File: config.mk
export PLATFORM = sky130hd
export DESIGN_NAME = tpw_timer
export DESIGN_NICKNAME = d
export VERILOG_FILES = /design/src/tpw_pkg.sv /design/src/tpw_timer.sv /design/src/tpw_prescale.sv /design/src/tpw_gate_sync.sv
export SDC_FILE = /design/constraint.sdc
export NUM_CORES = 1
export LEC_CHECK = 0
export ABC_AREA = 1
export BUFFER_PORTS_ARGS = -buffer_cell sky130_fd_sc_hd__buf_2
export CAP_MARGIN = 30
export CORE_MARGIN = 3
export CORE_UTILIZATION = 31
export CTS_BUF_LIST = sky130_fd_sc_hd__clkbuf_8 sky130_fd_sc_hd__clkbuf_16
export DETAILED_ROUTE_END_ITERATION = 12
export PLACE_DENSITY = 0.48
export REMOVE_ABC_BUFFERS = 1
export SYNTH_ARGS = -nofsm -noshare
export SYNTH_HDL_FRONTEND = slang
export SYNTH_SLANG_ARGS = --single-unit
File: constraint.sdc
create_clock -name pclk -period 2.3 [get_ports pclk]
set_input_delay 0 -clock pclk [delete_from_list [all_inputs] [get_ports pclk]]
set_output_delay 0 -clock pclk [all_outputs]
set_load 0.01 [all_outputs]
File: src/tpw_pkg.sv
// shared constants, register map and state types of the interval/pwm timer
package tpw_pkg;

    // register byte offsets
    localparam logic [7:0] REG_MODE = 8'h00;
    localparam logic [7:0] REG_PERIOD = 8'h04;
    localparam logic [7:0] REG_WIDTH = 8'h08;
    localparam logic [7:0] REG_CARRIER = 8'h0C;
    localparam logic [7:0] REG_STATUS = 8'h10;

    // reset values and widths
    localparam logic [7:0] PERIOD_RST = 8'h00;
    localparam logic [7:0] WIDTH_RST = 8'h00;
    localparam logic [7:0] CNT_ZERO = 8'h00;
    localparam logic [7:0] CNT_ONE = 8'h01;
    localparam int CNT_W = 8;
    localparam int DATA_W = 32;

    // count clocks a latched width value must wait before use
    localparam logic [1:0] WIDTH_LAT_CYC = 2'h3;
    localparam logic [1:0] AGE_ONE = 2'h1;

    // operating modes
    typedef enum logic [1:0] {
        MODE_INTERVAL,
        MODE_PWM,
        MODE_CARRIER,
        MODE_SPARE
    } tpw_mode_sel_t;

    // which compare register the counter is checked against
    typedef enum logic {
        CMP_PERIOD,
        CMP_WIDTH
    } tpw_cmp_t;

    // mode control register layout, run bit lowest
    typedef struct packed {
        logic [2:0] count_clock_select;
        tpw_mode_sel_t mode;
        logic pin_output_enable;
        logic count_run_bit;
    } tpw_mode_t;

    // carrier control register layout
    typedef struct packed {
        logic carrier_gate_active;
        logic carrier_gate_buffer;
        logic remote_control_mode;
    } tpw_carrier_t;

    localparam int MODE_W = $bits(tpw_mode_t);
    localparam int CARR_W = $bits(tpw_carrier_t);

    // whole state of the timer core
    typedef struct packed {
        tpw_mode_t md;
        logic rmc;
        logic gbuf;
        logic [7:0] period_compare;
        logic [7:0] width_compare;
        logic [7:0] width_new;
        logic pend;
        logic [1:0] age;
        logic [7:0] cnt;
        tpw_cmp_t sel;
        logic lvl;
        logic zero_done;
        logic irq;
        logic pin;
        logic ready;
        logic err;
        logic [31:0] rdata;
    } tpw_state_t;

endpackage

File: src/tpw_timer.sv
// 8-bit interval / pwm / carrier timer with apb register access
//
// Operation
// [RULE1] interval mode: period match raises interrupt and clears counter
// [RULE2] interval mode: width register matches are not detected at all
// [RULE3] interval mode with output enabled: 50% square wave, toggle per match
// [RULE4] run bit set starts counting from zero; clearing it stops
// [RULE5] period match clear, toggle and interrupt occur on a count clock
// [RULE6] clearing run returns interrupt and output to default low
// [RULE7] period zero in interval mode: interrupt only once after start
// [RULE8] software keeps period fixed while counting in pwm mode
// [RULE9] pwm period match: clear, interrupt, toggle, then compare width
// [RULE10] pwm width match: toggle, compare period, no clear, no interrupt
// [RULE11] pwm cycle is period plus one count clocks
// [RULE12] width written while running applies at old match after 3 clocks
// [RULE13] width writes accepted any time, regardless of count clock phase
// [RULE14] software rewrites width before each restart
// [RULE15] software keeps width below period in pwm mode
// [RULE16] pwm output stays default until the first compare match
// [RULE17] three-bit clock select picks count clock; latch needs three clocks
// [RULE18] carrier mode: period sets low width, width sets high width
// [RULE19] software keeps period fixed while counting in carrier mode
// [RULE20] carrier output appears only while the gating counter allows
// [RULE21] gate off gives low, gate alone high, gate with remote gives carrier
// [RULE22] synced gating event copies buffer gate bit on second count clock
// [RULE23] running counter steps by one per count clock, cleared by match
// [RULE24] after reset counter is zero, stopped, outputs low
`timescale 1ns/100ps
module tpw_timer import tpw_pkg::*; #(
    parameter int ADDR_W = 8
) (
    // clock and reset
    input wire logic pclk,
    input wire logic presetn,
    // apb slave
    input wire logic psel,
    input wire logic penable,
    input wire logic pwrite,
    input wire logic [ADDR_W-1:0] paddr,
    input wire logic [DATA_W-1:0] pwdata,
    output logic [DATA_W-1:0] prdata,
    output logic pready,
    output logic pslverr,
    // gating counter event
    input wire logic gating_counter_interrupt,
    // timer outputs
    output logic timer_output_pin,
    output logic match_interrupt
);

    generate
        if (ADDR_W < 8) begin : g_bad_addr
            $error("tpw_timer: ADDR_W must reach the register map");
        end
    endgenerate

    tpw_state_t s, next_s;
    logic tick;
    logic synced_gating_interrupt;
    logic carrier_gate_active;
    logic [7:0] match_val;
    logic hit;
    logic zero_hold;
    logic take_wr;
    logic mapped;
    logic [7:0] addr;
    logic [DATA_W-1:0] rd_val;

    // count clock from the selected divide ratio
    tpw_prescale #(
        .PRE_W(7)
    ) u_pre (
        .pclk(pclk),
        .presetn(presetn),
        .run(s.md.count_run_bit),
        .sel(s.md.count_clock_select), // RULE17
        .tick(tick)
    );

    // gate bit transfer from the gating counter event
    tpw_gate_sync u_gate (
        .pclk(pclk),
        .presetn(presetn),
        .tick(tick),
        .gating_counter_interrupt(gating_counter_interrupt),
        .carrier_gate_buffer(s.gbuf),
        .synced_gating_interrupt(synced_gating_interrupt),
        .carrier_gate_active(carrier_gate_active)
    );

    // compare target and match detection
    assign match_val = (s.sel == CMP_WIDTH) ? s.width_compare
                                            : s.period_compare;
    assign hit = s.cnt == match_val;
    assign zero_hold = (s.md.mode == MODE_INTERVAL) && s.zero_done
                       && (s.period_compare == CNT_ZERO);

    // apb decode
    assign addr = paddr[7:0];
    assign take_wr = psel && penable && s.ready && pwrite && !s.err;
    always_comb begin
        mapped = 1'b1;
        rd_val = '0;
        case (addr)
            REG_MODE: rd_val = DATA_W'(s.md);
            REG_PERIOD: rd_val = DATA_W'(s.period_compare);
            REG_WIDTH: rd_val = DATA_W'(s.pend ? s.width_new
                                               : s.width_compare);
            REG_CARRIER: rd_val = DATA_W'({carrier_gate_active, s.gbuf,
                                           s.rmc});
            REG_STATUS: rd_val = DATA_W'({synced_gating_interrupt, s.sel,
                                          s.lvl, s.cnt});
            default: mapped = 1'b0;
        endcase
    end

    // counter, compare, output and register update
    always_comb begin
        next_s = s;
        next_s.irq = 1'b0;
        next_s.ready = 1'b0;
        next_s.err = 1'b0;
        if (!s.md.count_run_bit) begin
            next_s.cnt = CNT_ZERO; // RULE4
            next_s.sel = CMP_PERIOD;
            next_s.lvl = 1'b0; // RULE6
            next_s.zero_done = 1'b0;
        end else if (tick) begin
            next_s.cnt = s.cnt + CNT_ONE; // RULE23
            if (s.pend && s.age < WIDTH_LAT_CYC) begin
                next_s.age = s.age + AGE_ONE; // RULE17
            end
            case (s.md.mode)
                MODE_PWM: begin
                    if (hit && s.sel == CMP_PERIOD) begin
                        next_s.cnt = CNT_ZERO; // RULE9 RULE11
                        next_s.irq = 1'b1;
                        next_s.lvl = !s.lvl; // RULE16
                        next_s.sel = CMP_WIDTH;
                    end else if (hit) begin
                        next_s.lvl = !s.lvl; // RULE10
                        next_s.sel = CMP_PERIOD;
                        if (s.pend && s.age >= WIDTH_LAT_CYC) begin
                            next_s.width_compare = s.width_new; // RULE12
                            next_s.pend = 1'b0;
                        end
                    end
                end
                MODE_CARRIER: begin
                    if (hit) begin
                        next_s.cnt = CNT_ZERO; // RULE18
                        next_s.irq = 1'b1;
                        next_s.lvl = !s.lvl;
                        next_s.sel = (s.sel == CMP_PERIOD) ? CMP_WIDTH
                                                           : CMP_PERIOD;
                        if (s.sel == CMP_WIDTH && s.pend
                            && s.age >= WIDTH_LAT_CYC) begin
                            next_s.width_compare = s.width_new; // RULE12
                            next_s.pend = 1'b0;
                        end
                    end
                end
                default: begin
                    // interval: width register never compared
                    if (hit) begin // RULE2
                        next_s.cnt = CNT_ZERO; // RULE1 RULE5
                        if (!zero_hold) begin
                            next_s.irq = 1'b1; // RULE7
                            next_s.lvl = !s.lvl; // RULE3
                            next_s.zero_done = 1'b1;
                        end
                    end
                end
            endcase
        end

        // apb answer one cycle after setup
        if (psel && !penable) begin
            next_s.ready = 1'b1;
            next_s.err = !mapped;
            next_s.rdata = rd_val;
        end
        if (take_wr) begin
            case (addr)
                REG_MODE: next_s.md = tpw_mode_t'(pwdata[MODE_W-1:0]);
                REG_PERIOD: next_s.period_compare = pwdata[CNT_W-1:0];
                REG_WIDTH: begin
                    if (s.md.count_run_bit) begin
                        next_s.width_new = pwdata[CNT_W-1:0]; // RULE13
                        next_s.pend = 1'b1;
                        next_s.age = '0;
                    end else begin
                        next_s.width_compare = pwdata[CNT_W-1:0]; // RULE14
                        next_s.pend = 1'b0;
                    end
                end
                REG_CARRIER: begin
                    next_s.gbuf = pwdata[1];
                    next_s.rmc = pwdata[0];
                end
                default: next_s.rdata = s.rdata;
            endcase
        end

        // pin level, gated by enable and in carrier mode by the gate
        if (s.md.mode == MODE_CARRIER) begin
            next_s.pin = s.md.pin_output_enable && carrier_gate_active
                         && (!s.rmc || next_s.lvl); // RULE20 RULE21
        end else begin
            next_s.pin = s.md.pin_output_enable && next_s.lvl; // RULE3
        end
        if (!s.md.count_run_bit) begin
            next_s.pin = 1'b0; // RULE6
        end
    end

    // state register
    always_ff @(posedge pclk or negedge presetn) begin
        if (!presetn) begin
            s <= '0; // RULE24
        end else begin
            s <= next_s;
        end
    end

    // outputs straight from the state register
    assign prdata = s.rdata;
    assign pready = s.ready;
    assign pslverr = s.err;
    assign timer_output_pin = s.pin;
    assign match_interrupt = s.irq;
endmodule // tpw_timer

File: src/tpw_prescale.sv
// count clock divider, one pclk enable pulse per count clock
`timescale 1ns/100ps
module tpw_prescale import tpw_pkg::*; #(
    parameter int PRE_W = 7
) (
    // clock and reset
    input wire logic pclk,
    input wire logic presetn,
    // control
    input wire logic run,
    input wire logic [2:0] sel,
    // count clock enable
    output logic tick
);

    generate
        if (PRE_W < 7) begin : g_bad_w
            $error("tpw_prescale: PRE_W must cover divide by 128");
        end
    endgenerate

    typedef struct packed {
        logic [PRE_W-1:0] div;
        logic tick;
    } tpw_pre_t;

    tpw_pre_t s, next_s;
    logic [PRE_W-1:0] mask;

    // divide by two to the power of the select field
    always_comb begin
        mask = PRE_W'((1 << sel) - 1);
        next_s = s;
        next_s.tick = 1'b0;
        if (!run) begin
            next_s.div = '0;
        end else begin
            next_s.div = s.div + PRE_W'(1);
            next_s.tick = (s.div & mask) == mask;
        end
    end

    // state register
    always_ff @(posedge pclk or negedge presetn) begin
        if (!presetn) begin
            s <= '0;
        end else begin
            s <= next_s;
        end
    end

    assign tick = s.tick;

endmodule // tpw_prescale

File: src/tpw_gate_sync.sv
// gating counter event sync and buffered gate bit transfer
`timescale 1ns/100ps
module tpw_gate_sync import tpw_pkg::*; (
    // clock and reset
    input wire logic pclk,
    input wire logic presetn,
    // count clock enable
    input wire logic tick,
    // gating counter side
    input wire logic gating_counter_interrupt,
    input wire logic carrier_gate_buffer,
    // results
    output logic synced_gating_interrupt,
    output logic carrier_gate_active
);

    typedef struct packed {
        logic pend;
        logic sync;
        logic dly;
        logic active;
    } tpw_gate_t;

    tpw_gate_t s, next_s;

    // event held until the next count clock, then copied two clocks on
    always_comb begin
        next_s = s;
        if (tick) begin
            next_s.sync = s.pend;
            next_s.dly = s.sync;
            next_s.pend = 1'b0;
            if (s.dly) begin
                next_s.active = carrier_gate_buffer; // RULE22
            end
        end
        if (gating_counter_interrupt) begin
            next_s.pend = 1'b1; // set wins over the clear
        end
    end

    // state register
    always_ff @(posedge pclk or negedge presetn) begin
        if (!presetn) begin
            s <= '0;
        end else begin
            s <= next_s;
        end
    end

    assign synced_gating_interrupt = s.sync;
    assign carrier_gate_active = s.active;
endmodule // tpw_gate_sync

Word level (Yosys, flattened, before mapping). Index checks and enable logic that the tools add are counted.

Flip-flop bits (word level): 95. Memories: 0. Logic and storage cells: 140. Output and inout bits: 36. Input bits: 46. Bits in writable memories: 0. Bits in latches: 0. Bits in read-only memories: 0.

$add $sub $neg: 4. Order comparisons: 2. Bitwise logic cells: 2. Divide/modulo/power cells: 0. Eq/ne operators: 16. Reductions and logical operators: 35. $mul: 0. Multiplexer cells: 54. Shift-type cells: 1.

Operators with widths (number): $mux W8 (13); $mux W32 (2); $pmux W11 S5 (1); $mux W19 (2); $mux W34 (1); $pmux W8 S2 (2); $mux W1 (17); $eq A8 B4 Y1 const B (2); $logic_not A8 Y1 (2); $logic_and A1 B1 Y1 (15); $mux W15 (1); $mux W11 (1); $mux W10 (1); $mux W3 (3); $add A8 B1 Y8 const B (1); $eq A8 B3 Y1 const B (1); $eq A8 B5 Y1 const B (1); $eq A8 B8 Y1 (1); $mux W2 (4); $pmux W1 S2 (4); $reduce_and A2 Y1 (4); $reduce_and A4 Y1 (2); $add A7 B1 Y7 const B (1); $and A7 B7 Y7 (1); other kinds (24) (31).

Depth between registers and ports, before layout. Gate-level depths: netlist of run 1.

Depth after elaboration: 12. Mapped depth: 16. Gate-level depth less buffers: 15.

Modules after synthesis. From an unflattened synthesis of run 1, not the netlist that was laid out.

Cell total of the unflattened synthesis: 565. Area, all modules: 4366.7 um^2.

By module, submodules not included: tpw_timer (area each 3809.9 um^2, cells an instance 499, instances 1, sequential area each 1551.5 um^2); tpw_prescale (area each 404.1 um^2, cells an instance 50, instances 1, sequential area each 200.2 um^2); tpw_gate_sync (area each 152.6 um^2, cells an instance 16, instances 1, sequential area each 100.1 um^2).

Worst setup path before layout of run 1. OpenSTA, ideal clock, no wires.

Path kind: reg2reg. Start: register s[78] (netlist bit). End: register s[62] (netlist bit). Arrival time: 1.722 ns. Setup time: 0.064 ns. Period minus slack after synthesis: 1.786 ns. Required time: 2.236 ns. Cell stages (with the launch flop): 10. Buffers on the path: 0. Slack: 0.514 ns. Path through: dfrtp_1 -> inv_1 -> ha_1 -> inv_1 -> nor2_1 -> inv_1 -> nor2_1 -> o21ai_1 -> a21oi_1 -> o21a_1.

RTL lines: start: declaration (RTL line tpw_timer.sv:57) `tpw_state_t s, next_s;`; start signal: assignment (RTL line tpw_timer.sv:222) `s <= next_s;`.

==> impl_metrics.py, run 1 <==
metrics = {
    "worst_setup_path": {
        "arrival_ps": 2230,
        "worstRegToRegCells": 11,
        "critPathLaunch": "s[38]$_DFFE_PN0P_",
        "rrSetupSlack_ps": 300,
        "rr_endpoint": "s[62]$_DFF_PN0_",
        "worstSetupEndpointType": "flop",
        "reg2reg_from": "s[38]$_DFFE_PN0P_",
        "endpoint": "s[62]$_DFF_PN0_",
        "critPathMaxFanout": 12,
        "cp.required_ps": 2530,
        "worstSetupStartpointType": "flop",
        "crit_type": "flop to flop",
    },
    "detailed_routing": {
        "drt-initial-drc-count": 260,
        "drt-total-wl_mm": 11.9,
        "ant_nets": 0,
        "dr_total_vias": 3770,
        "drcViolationCount": 0,
        "drt-wirelength-per-cell_um": 14.7,
        "drt_pre_antenna_iters": 5,
        "vias_per_cell": 4.68,
    },
    "clocking": {
        "cts_buffers": 9,
        "cts_root_buf": "clkbuf_16",
        "cts.clk_slew.worst_paths_ps": 60,
        "clock_path_buffers": 2,
        "clkSinkCount": 74,
        "cts_tree": "built",
        "clock_latency_ps": 340,
        "htreeDepth": 3,
    },
    "power_and_ir_drop": {
        "power.leakage_nw": 2.48,
        "total_power_mw": 2.76,
        "power_density_mw_per_mm2": 543,
        "irDropWorstVdd_v": 0.000316,
    },
    "global_route": {
        "grt_start_max_net_pins": 75,
        "grt_pass1_vias": 3670,
        "grt_overflow": 0,
        "grt_use_total_pct": 15.6,
        "grt_pass1_wl_mm": 19.9,
        "antenna_found_initial": 0,
    },
    "sta": {
        "clock_skew_ps": 5.68,
        "maxSlewViolCount": 0,
        "relSlewSlack_pct": 62.7,
        "rsz0062_at_grt": "false",
        "setup_ws_ps": 297,
        "setup_tns_ps": 0,
        "fmax_ghz": 0.499,
        "hold_viol_final": 2,
        "final-setup-viol-count": 0,
        "whs_ps": -11.1,
        "period_share_pct": 87.1,
        "worst_pin_slew_ps": 559,
        "period_minus_slack_ps": 2000,
    },
    "yosys": {
        "syn_area_per_cell_um2": 7.74,
        "synth_top_area_cell": "dfrtp_1",
        "synth_top_family_by_area": "simple AND/OR/NAND/NOR gates",
        "synth_area_leaders": "dfrtp_1 41%, nand2_1 11%, inv_1 6.2%",
        "synth_xor_area_share_pct": 1.17,
        "synthSimpleGateAreaFrac_pct": 26.4,
        "syn_area_mm2": 0.00449,
        "synth_compound_area_share_pct": 15.4,
        "synth_edf_count": 0,
        "ys_warn_count": 0,
        "synth_top_cell_area_share_pct": 41.3,
        "synth.distinct_cells": 47,
        "synth_fa_ha_area_share_pct": 1.95,
        "synth_ff_type": "dfrtp_1",
        "syn_inst": 580,
        "synth_async_sr_flop_share_pct": 100,
        "yosysSeqAreaShare_pct": 41.3,
        "synth_mux_area_share_pct": 0.251,
        "synth-seq-cells": 74,
    },
    "die": {
        "chipWidth_um": 126,
        "core-area_mm2": 0.0140,
        "rows": 43,
        "die-area_mm2": 0.0160,
        "initial_utilization_pct": 32.0,
        "chipHeight_um": 126,
        "io_pins": 82,
    },
    "placed_design": {
        "place_ws_ps": 328,
        "place_congestion": 0.806,
        "dp_hpwl_mm": 8.89,
        "io_buffer_count": 36,
        "dp.cells": 780,
        "dpl_cell_area_mm2": 0.00471,
    },
    "run": {
        "maxCapViolations": 0,
    },
    "outcome": {
        "status": "finished, violations left",
        "violations": "hold timing",
    },
    "cells_and_area": {
        "final_cells": 805,
        "stdcell_area_mm2": 0.00509,
        "antenna_cells": 0,
        "fill_cells": 1489,
        "final_cell_mix": "136 x nand2_1, 76 x inv_1, 74 x dfrtp_1",
        "nets": 673,
        "layout-drive-gt1-share_pct": 16.3,
        "final_common_cell": "nand2_1",
        "post-route-util_pct": 36.3,
        "area_growth_syn_to_layout_pct": 13.5,
    },
    "hold_path": {
        "hp-class": "input port to flop",
    },
}
-- sequential cells by signal, indices dropped and copies added (netlist names) --
name and count:
prdata 11, match_interrupt 1, pready 1, timer_output_pin 1, u_gate.synced_gating_interrupt 1, u_pre.s 7, u_pre.tick 1, pslverr 1
u_gate.carrier_gate_active 1, u_gate.s 2, s 47
-- worst min-delay path by stage --
stage / from / endpoint / slack (ps) / depth (start not counted)
after floorplan: presetn / match_interrupt$_DFF_PN0_ / -300 / 0
after global placement: gating_counter_interrupt / u_gate.s[3]$_DFFE_PN0P_ / 180 / 2
after detailed placement: gating_counter_interrupt / u_gate.s[3]$_DFFE_PN0P_ / 180 / 2
after CTS: pwdata[4] / s[54]$_DFFE_PN0P_ / 0.02 / 3
after global routing: pwdata[4] / s[80]$_DFFE_PN0P_ / 30 / 3
final: pwdata[5] / s[55]$_DFFE_PN0P_ / -10 / 3
-- report_power, final --
part / switching [mW] / internal (mW)
clock: 0.566 / 0.750
combinational: 0.0948 / 0.0416
sequential: 0.00342 / 1.31
-- Yosys cell counts (2+ instances only) --
cell	count
o211ai_1	2
clkbuf_1	3
nand2_1	136
o21ai_0	48
buf_4	32
nand3_1	34
o22ai_1	10
buf_6	3
inv_1	74
clkinv_1	2
nor2_1	26
nand2_2	12
ha_1	7
dfrtp_1	74
inv_2	3
a21oi_1	23
o21a_1	3
nand3_2	5
buf_2	5
or2_2	5
a31oi_1	6
nor2_2	4
o32ai_1	2
o21ai_1	15
xor2_1	5
o31ai_1	6
nor3_1	9
nor2_4	3
nand2_4	5
-- metal layers --
metal / vias up / GRT usage [%] / part of all wire [%] / routed length (µm)
met3: 14 / 1.68 / 3.6 / 428
met5: - / 0 / 0 / 0
li1: 1919 / - / - / -
met2: 80 / 24.0 / 45 / 5310
met1: 1757 / 22.8 / 50 / 5930
met4: 0 / 5.99 / 1.7 / 204
-- cell type report --
cell class / instances / area (µm²) / area share (%)
multi-input cells: 404 / 2100 / 41.3
well taps: 180 / 225 / 4.42
clock inverters: 6 / 35.0 / 0.688
inverters: 79 / 297 / 5.82
clock buffers: 10 / 239 / 4.69
flip-flops and latches: 74 / 1850 / 36.4
repair buffers: 52 / 343 / 6.73
-- timing repair --
item | CTS | global route
hold endpoints to repair | 84 | 0
buffers inserted | 0 | 0
resized for setup | 0 | 0
hold buffers | 8 | 0
-- worst max-delay path: stages (launching register included) --
cell,delay (ps)
dfrtp_1,390
inv_2,250
nand2_1,110
nand2_1,80
nand2_1,40
nand2_1,100
nand2_1,70
nor2_2,210
nand4_2,220
o21ai_1,180
a21oi_1,60
o21a_1,180
-- logic make-up (layout without fill, tap and decap cells) --
logic type                 Yosys count  count (layout)
adders and majority gates            7               7
xor gates and xnor gates             6               6
and+or+nand+nor                    247             247
buffers and inverters              122             147
AOI/OAI and AO/OA                  122             122
muxes                                1               1
DFF                                 74              74
other                                1              21
(Power assumes the default switching activity.)
==> run 2, diff against run 1 <==
--- a/config.mk
+++ b/config.mk
@@ -11,9 +11,11 @@
 export CORE_MARGIN = 3
 export CORE_UTILIZATION = 31
 export CTS_BUF_LIST = sky130_fd_sc_hd__clkbuf_8 sky130_fd_sc_hd__clkbuf_16
+export CTS_CLUSTER_DIAMETER = 40
 export DETAILED_ROUTE_END_ITERATION = 12
 export PLACE_DENSITY = 0.48
 export REMOVE_ABC_BUFFERS = 1
 export SYNTH_ARGS = -nofsm -noshare
 export SYNTH_HDL_FRONTEND = slang
+export SYNTH_HIERARCHICAL = 1
 export SYNTH_SLANG_ARGS = --single-unit
==> constraint.sdc (replaced) <==
create_clock -name pclk -period 2.1 [get_ports pclk]
set_input_delay 0 -clock pclk [delete_from_list [all_inputs] [get_ports pclk]]
set_output_delay 0 -clock pclk [all_outputs]
set_load 0.01 [all_outputs]
==> impl_metrics.py, run 2 <==
metrics = {
    "worst_setup_path": {
        "rrSetupSlack_ps": 140,
        "worstSetupEndpointType": "flop",
        "worstSetupStartpointType": "flop",
        "critPathMaxFanout": 11,
        "worstRegToRegCells": 12,
        "cp.required_ps": 2310,
        "crit_type": "flop to flop",
        "reg2reg_from": "s[38]$_DFFE_PN0P_",
        "arrival_ps": 2170,
        "rr_endpoint": "s[42]$_DFFE_PN0N_",
    },
    "yosys": {
        "synth_edf_count": 0,
        "ys_warn_count": 6,
        "syn_area_mm2": 0.00437,
        "synth_ff_type": "dfrtp_1",
        "yosysSeqAreaShare_pct": 42.4,
        "synth-seq-cells": 74,
        "synth_async_sr_flop_share_pct": 100,
        "synth.distinct_cells": 42,
        "syn_inst": 565,
        "synth_top_area_cell": "dfrtp_1",
        "synth_top_cells_by_count": "143 x nand2_1, 74 x dfrtp_1, 70 x inv_1",
        "yosysMostFrequentCell": "nand2_1",
        "syn_area_per_cell_um2": 7.73,
        "synth_top_cell_area_share_pct": 42.4,
        "synth_area_leaders": "dfrtp_1 42%, nand2_1 12%, o21ai_0 6.6%",
    },
    "detailed_routing": {
        "drcViolationCount": 0,
        "drt_pre_antenna_iters": 4,
        "ant_nets": 0,
        "drt-initial-drc-count": 306,
        "dr_total_vias": 3713,
        "drt-total-wl_mm": 11.4,
        "drt-wirelength-per-cell_um": 14.5,
        "vias_per_cell": 4.71,
    },
    "cells_and_area": {
        "area_growth_syn_to_layout_pct": 15.0,
        "antenna_cells": 0,
        "layout-drive-gt1-share_pct": 16.8,
        "final_cell_mix": "143 x nand2_1, 74 x dfrtp_1, 72 x inv_1",
        "regMostFlops": "s",
        "final_common_cell": "nand2_1",
        "largest_reg_flops": 47,
        "nets": 661,
    },
    "die": {
        "die-area_mm2": 0.0155,
        "chipWidth_um": 125,
        "chipHeight_um": 125,
        "rows": 42,
        "io_pins": 82,
        "core-area_mm2": 0.0135,
        "initial_utilization_pct": 32.3,
    },
    "global_route": {
        "grt_overflow": 0,
        "gr-usage-met3_pct": 1.97,
        "grt_most_used_layer": "met2",
        "antenna_found_initial": 0,
        "grt_start_max_net_pins": 41,
        "grtUsageMet1_pct": 21.5,
        "grt_pass1_wl_mm": 18.6,
        "grt_use_total_pct": 15.0,
        "grt_use_met2_pct": 22.1,
        "grt_pass1_vias": 3536,
    },
    "hold_path": {
        "hold_depth": 3,
        "min_to": "s[54]$_DFFE_PN0P_",
        "hp-class": "input port to flop",
        "hp-start": "pwdata[4]",
    },
    "placed_design": {
        "io_buffer_count": 36,
        "place_congestion": 0.863,
        "dp_hpwl_mm": 8.74,
    },
    "power_and_ir_drop": {
        "pwr-share-comb_pct": 4.4,
        "p_sw_mw": 0.679,
        "seq_power_share_pct": 46.6,
        "power_density_mw_per_mm2": 614,
        "p_int_mw": 2.40,
        "irDropWorstVdd_v": 0.000406,
        "clock_power_share_pct": 49.0,
        "swShare_pct": 22.0,
        "power.leakage_nw": 2.39,
    },
    "clocking": {
        "cts_tree": "built",
        "clock_path_buffers": 2,
        "clock_latency_ps": 340,
        "cts_buffers": 9,
        "htreeDepth": 3,
        "clkSinkCount": 74,
        "cts.clk_slew.worst_paths_ps": 60,
        "cts_root_buf": "clkbuf_16",
    },
    "sta": {
        "final-setup-viol-count": 0,
        "maxSlewViolCount": 0,
        "period_minus_slack_ps": 1960,
        "clock_skew_ps": 5.50,
        "rsz0062_at_grt": "false",
        "fmax_ghz": 0.510,
        "hold_viol_final": 0,
        "setup_tns_ps": 0,
        "whs_ps": 10.8,
        "period_share_pct": 93.4,
    },
    "run": {
        "maxCapViolations": 0,
    },
    "outcome": {
        "status": "completed",
    },
}
## run 2: cell count changes after synthesis, moves of 3 or more
cell / change
nand2_1: +7
nand3_1: -7
a211oi_1: +3
buf_2: -4
o21ai_1: -8
inv_1: -4
nand2_2: +4
o21ai_0: +10
clkbuf_1: +3
## run 2: final cells by class
type,instances,area (µm²)
Clock buffer,10,239
Multi-Input combinational cell,398,2040
Timing Repair Buffer,54,345
Sequential cell,74,1850
Fill cell,1405,8490
Clock inverter,5,47.5
Inverter,72,273
Tap cell,176,220
## run 2: cells by family after synthesis
family,synth area share (%)
XOR/XNOR,1.00
other,0.0859
flip-flops,42.4
buffers and inverters,12.8
AO/OA/AOI/OAI,15.6
adder cells (fa/ha/maj),1.72
AND/OR/NAND/NOR,26.4
## run 2: power by group through the flow
stage,combinational (mW),sequential (mW),clock [mW]
after floorplan,0.0527,1.46,0
after global placement,0.129,1.46,0
after detailed placement,0.132,1.46,0
after CTS,0.140,1.44,1.55
after global routing,0.157,1.44,1.61
final,0.137,1.44,1.51
## run 2: what timing repair did
| action | CTS | global route |
|---|---|---|
| setup buffers | 0 | 0 |
| resized for setup | 0 | 3 |
| hold buffers | 6 | 0 |
| endpoints found under the setup margin | 0 | 11 |
| endpoints found under the hold margin | 45 | 0 |
## run 2: worst max-delay path by stage
stage / endpoint / slack [ps] / cells past startpoint / startpoint
2_1_floorplan: s[61]$_DFF_PN0_ / 320 / 11 / s[38]$_DFFE_PN0P_
3_3_place_gp: s[64]$_DFF_PN0_ / 140 / 12 / s[38]$_DFFE_PN0P_
3_5_place_dp: s[64]$_DFF_PN0_ / 130 / 12 / s[38]$_DFFE_PN0P_
4_1_cts: s[64]$_DFF_PN0_ / 110 / 12 / s[38]$_DFFE_PN0P_
5_1_grt: s[42]$_DFFE_PN0N_ / 10 / 12 / s[38]$_DFFE_PN0P_
6_report: s[42]$_DFFE_PN0N_ / 140 / 12 / s[38]$_DFFE_PN0P_
## run 2: through the flow
step           setup WS [ps]  cell area (µm²)  utilization, %  total power [mW]  std cells
6_report                 138             5020            37.2              3.08        789
5_1_grt                 14.1             5020            37.2              3.20        789
4_1_cts                  109             5000            37.0              3.13        789
3_5_place_dp             129             4660            34.5              1.59        768
3_3_place_gp             138             4660            34.5              1.59        768
2_1_floorplan            315             4150               -              1.52        544
## run 2: worst max-delay path, cell delays in order, from the launching register on
cell and delay (ps):
dfrtp_1 440, buf_4 220, nand2_1 120, nand2_1 80, nand2_1 40, nand2_1 80
nand2_2 70, nor2_4 120, nand2_4 100, nor2_1 180, o21ai_2 110, nand2_2 150
o22ai_1 90
## run 2: routing by layer
metal,vias to the layer above,share of wire [%]
met5,-,0
met4,0,2.8
met3,19,4.2
met2,97,44
met1,1715,49
li1,1882,-
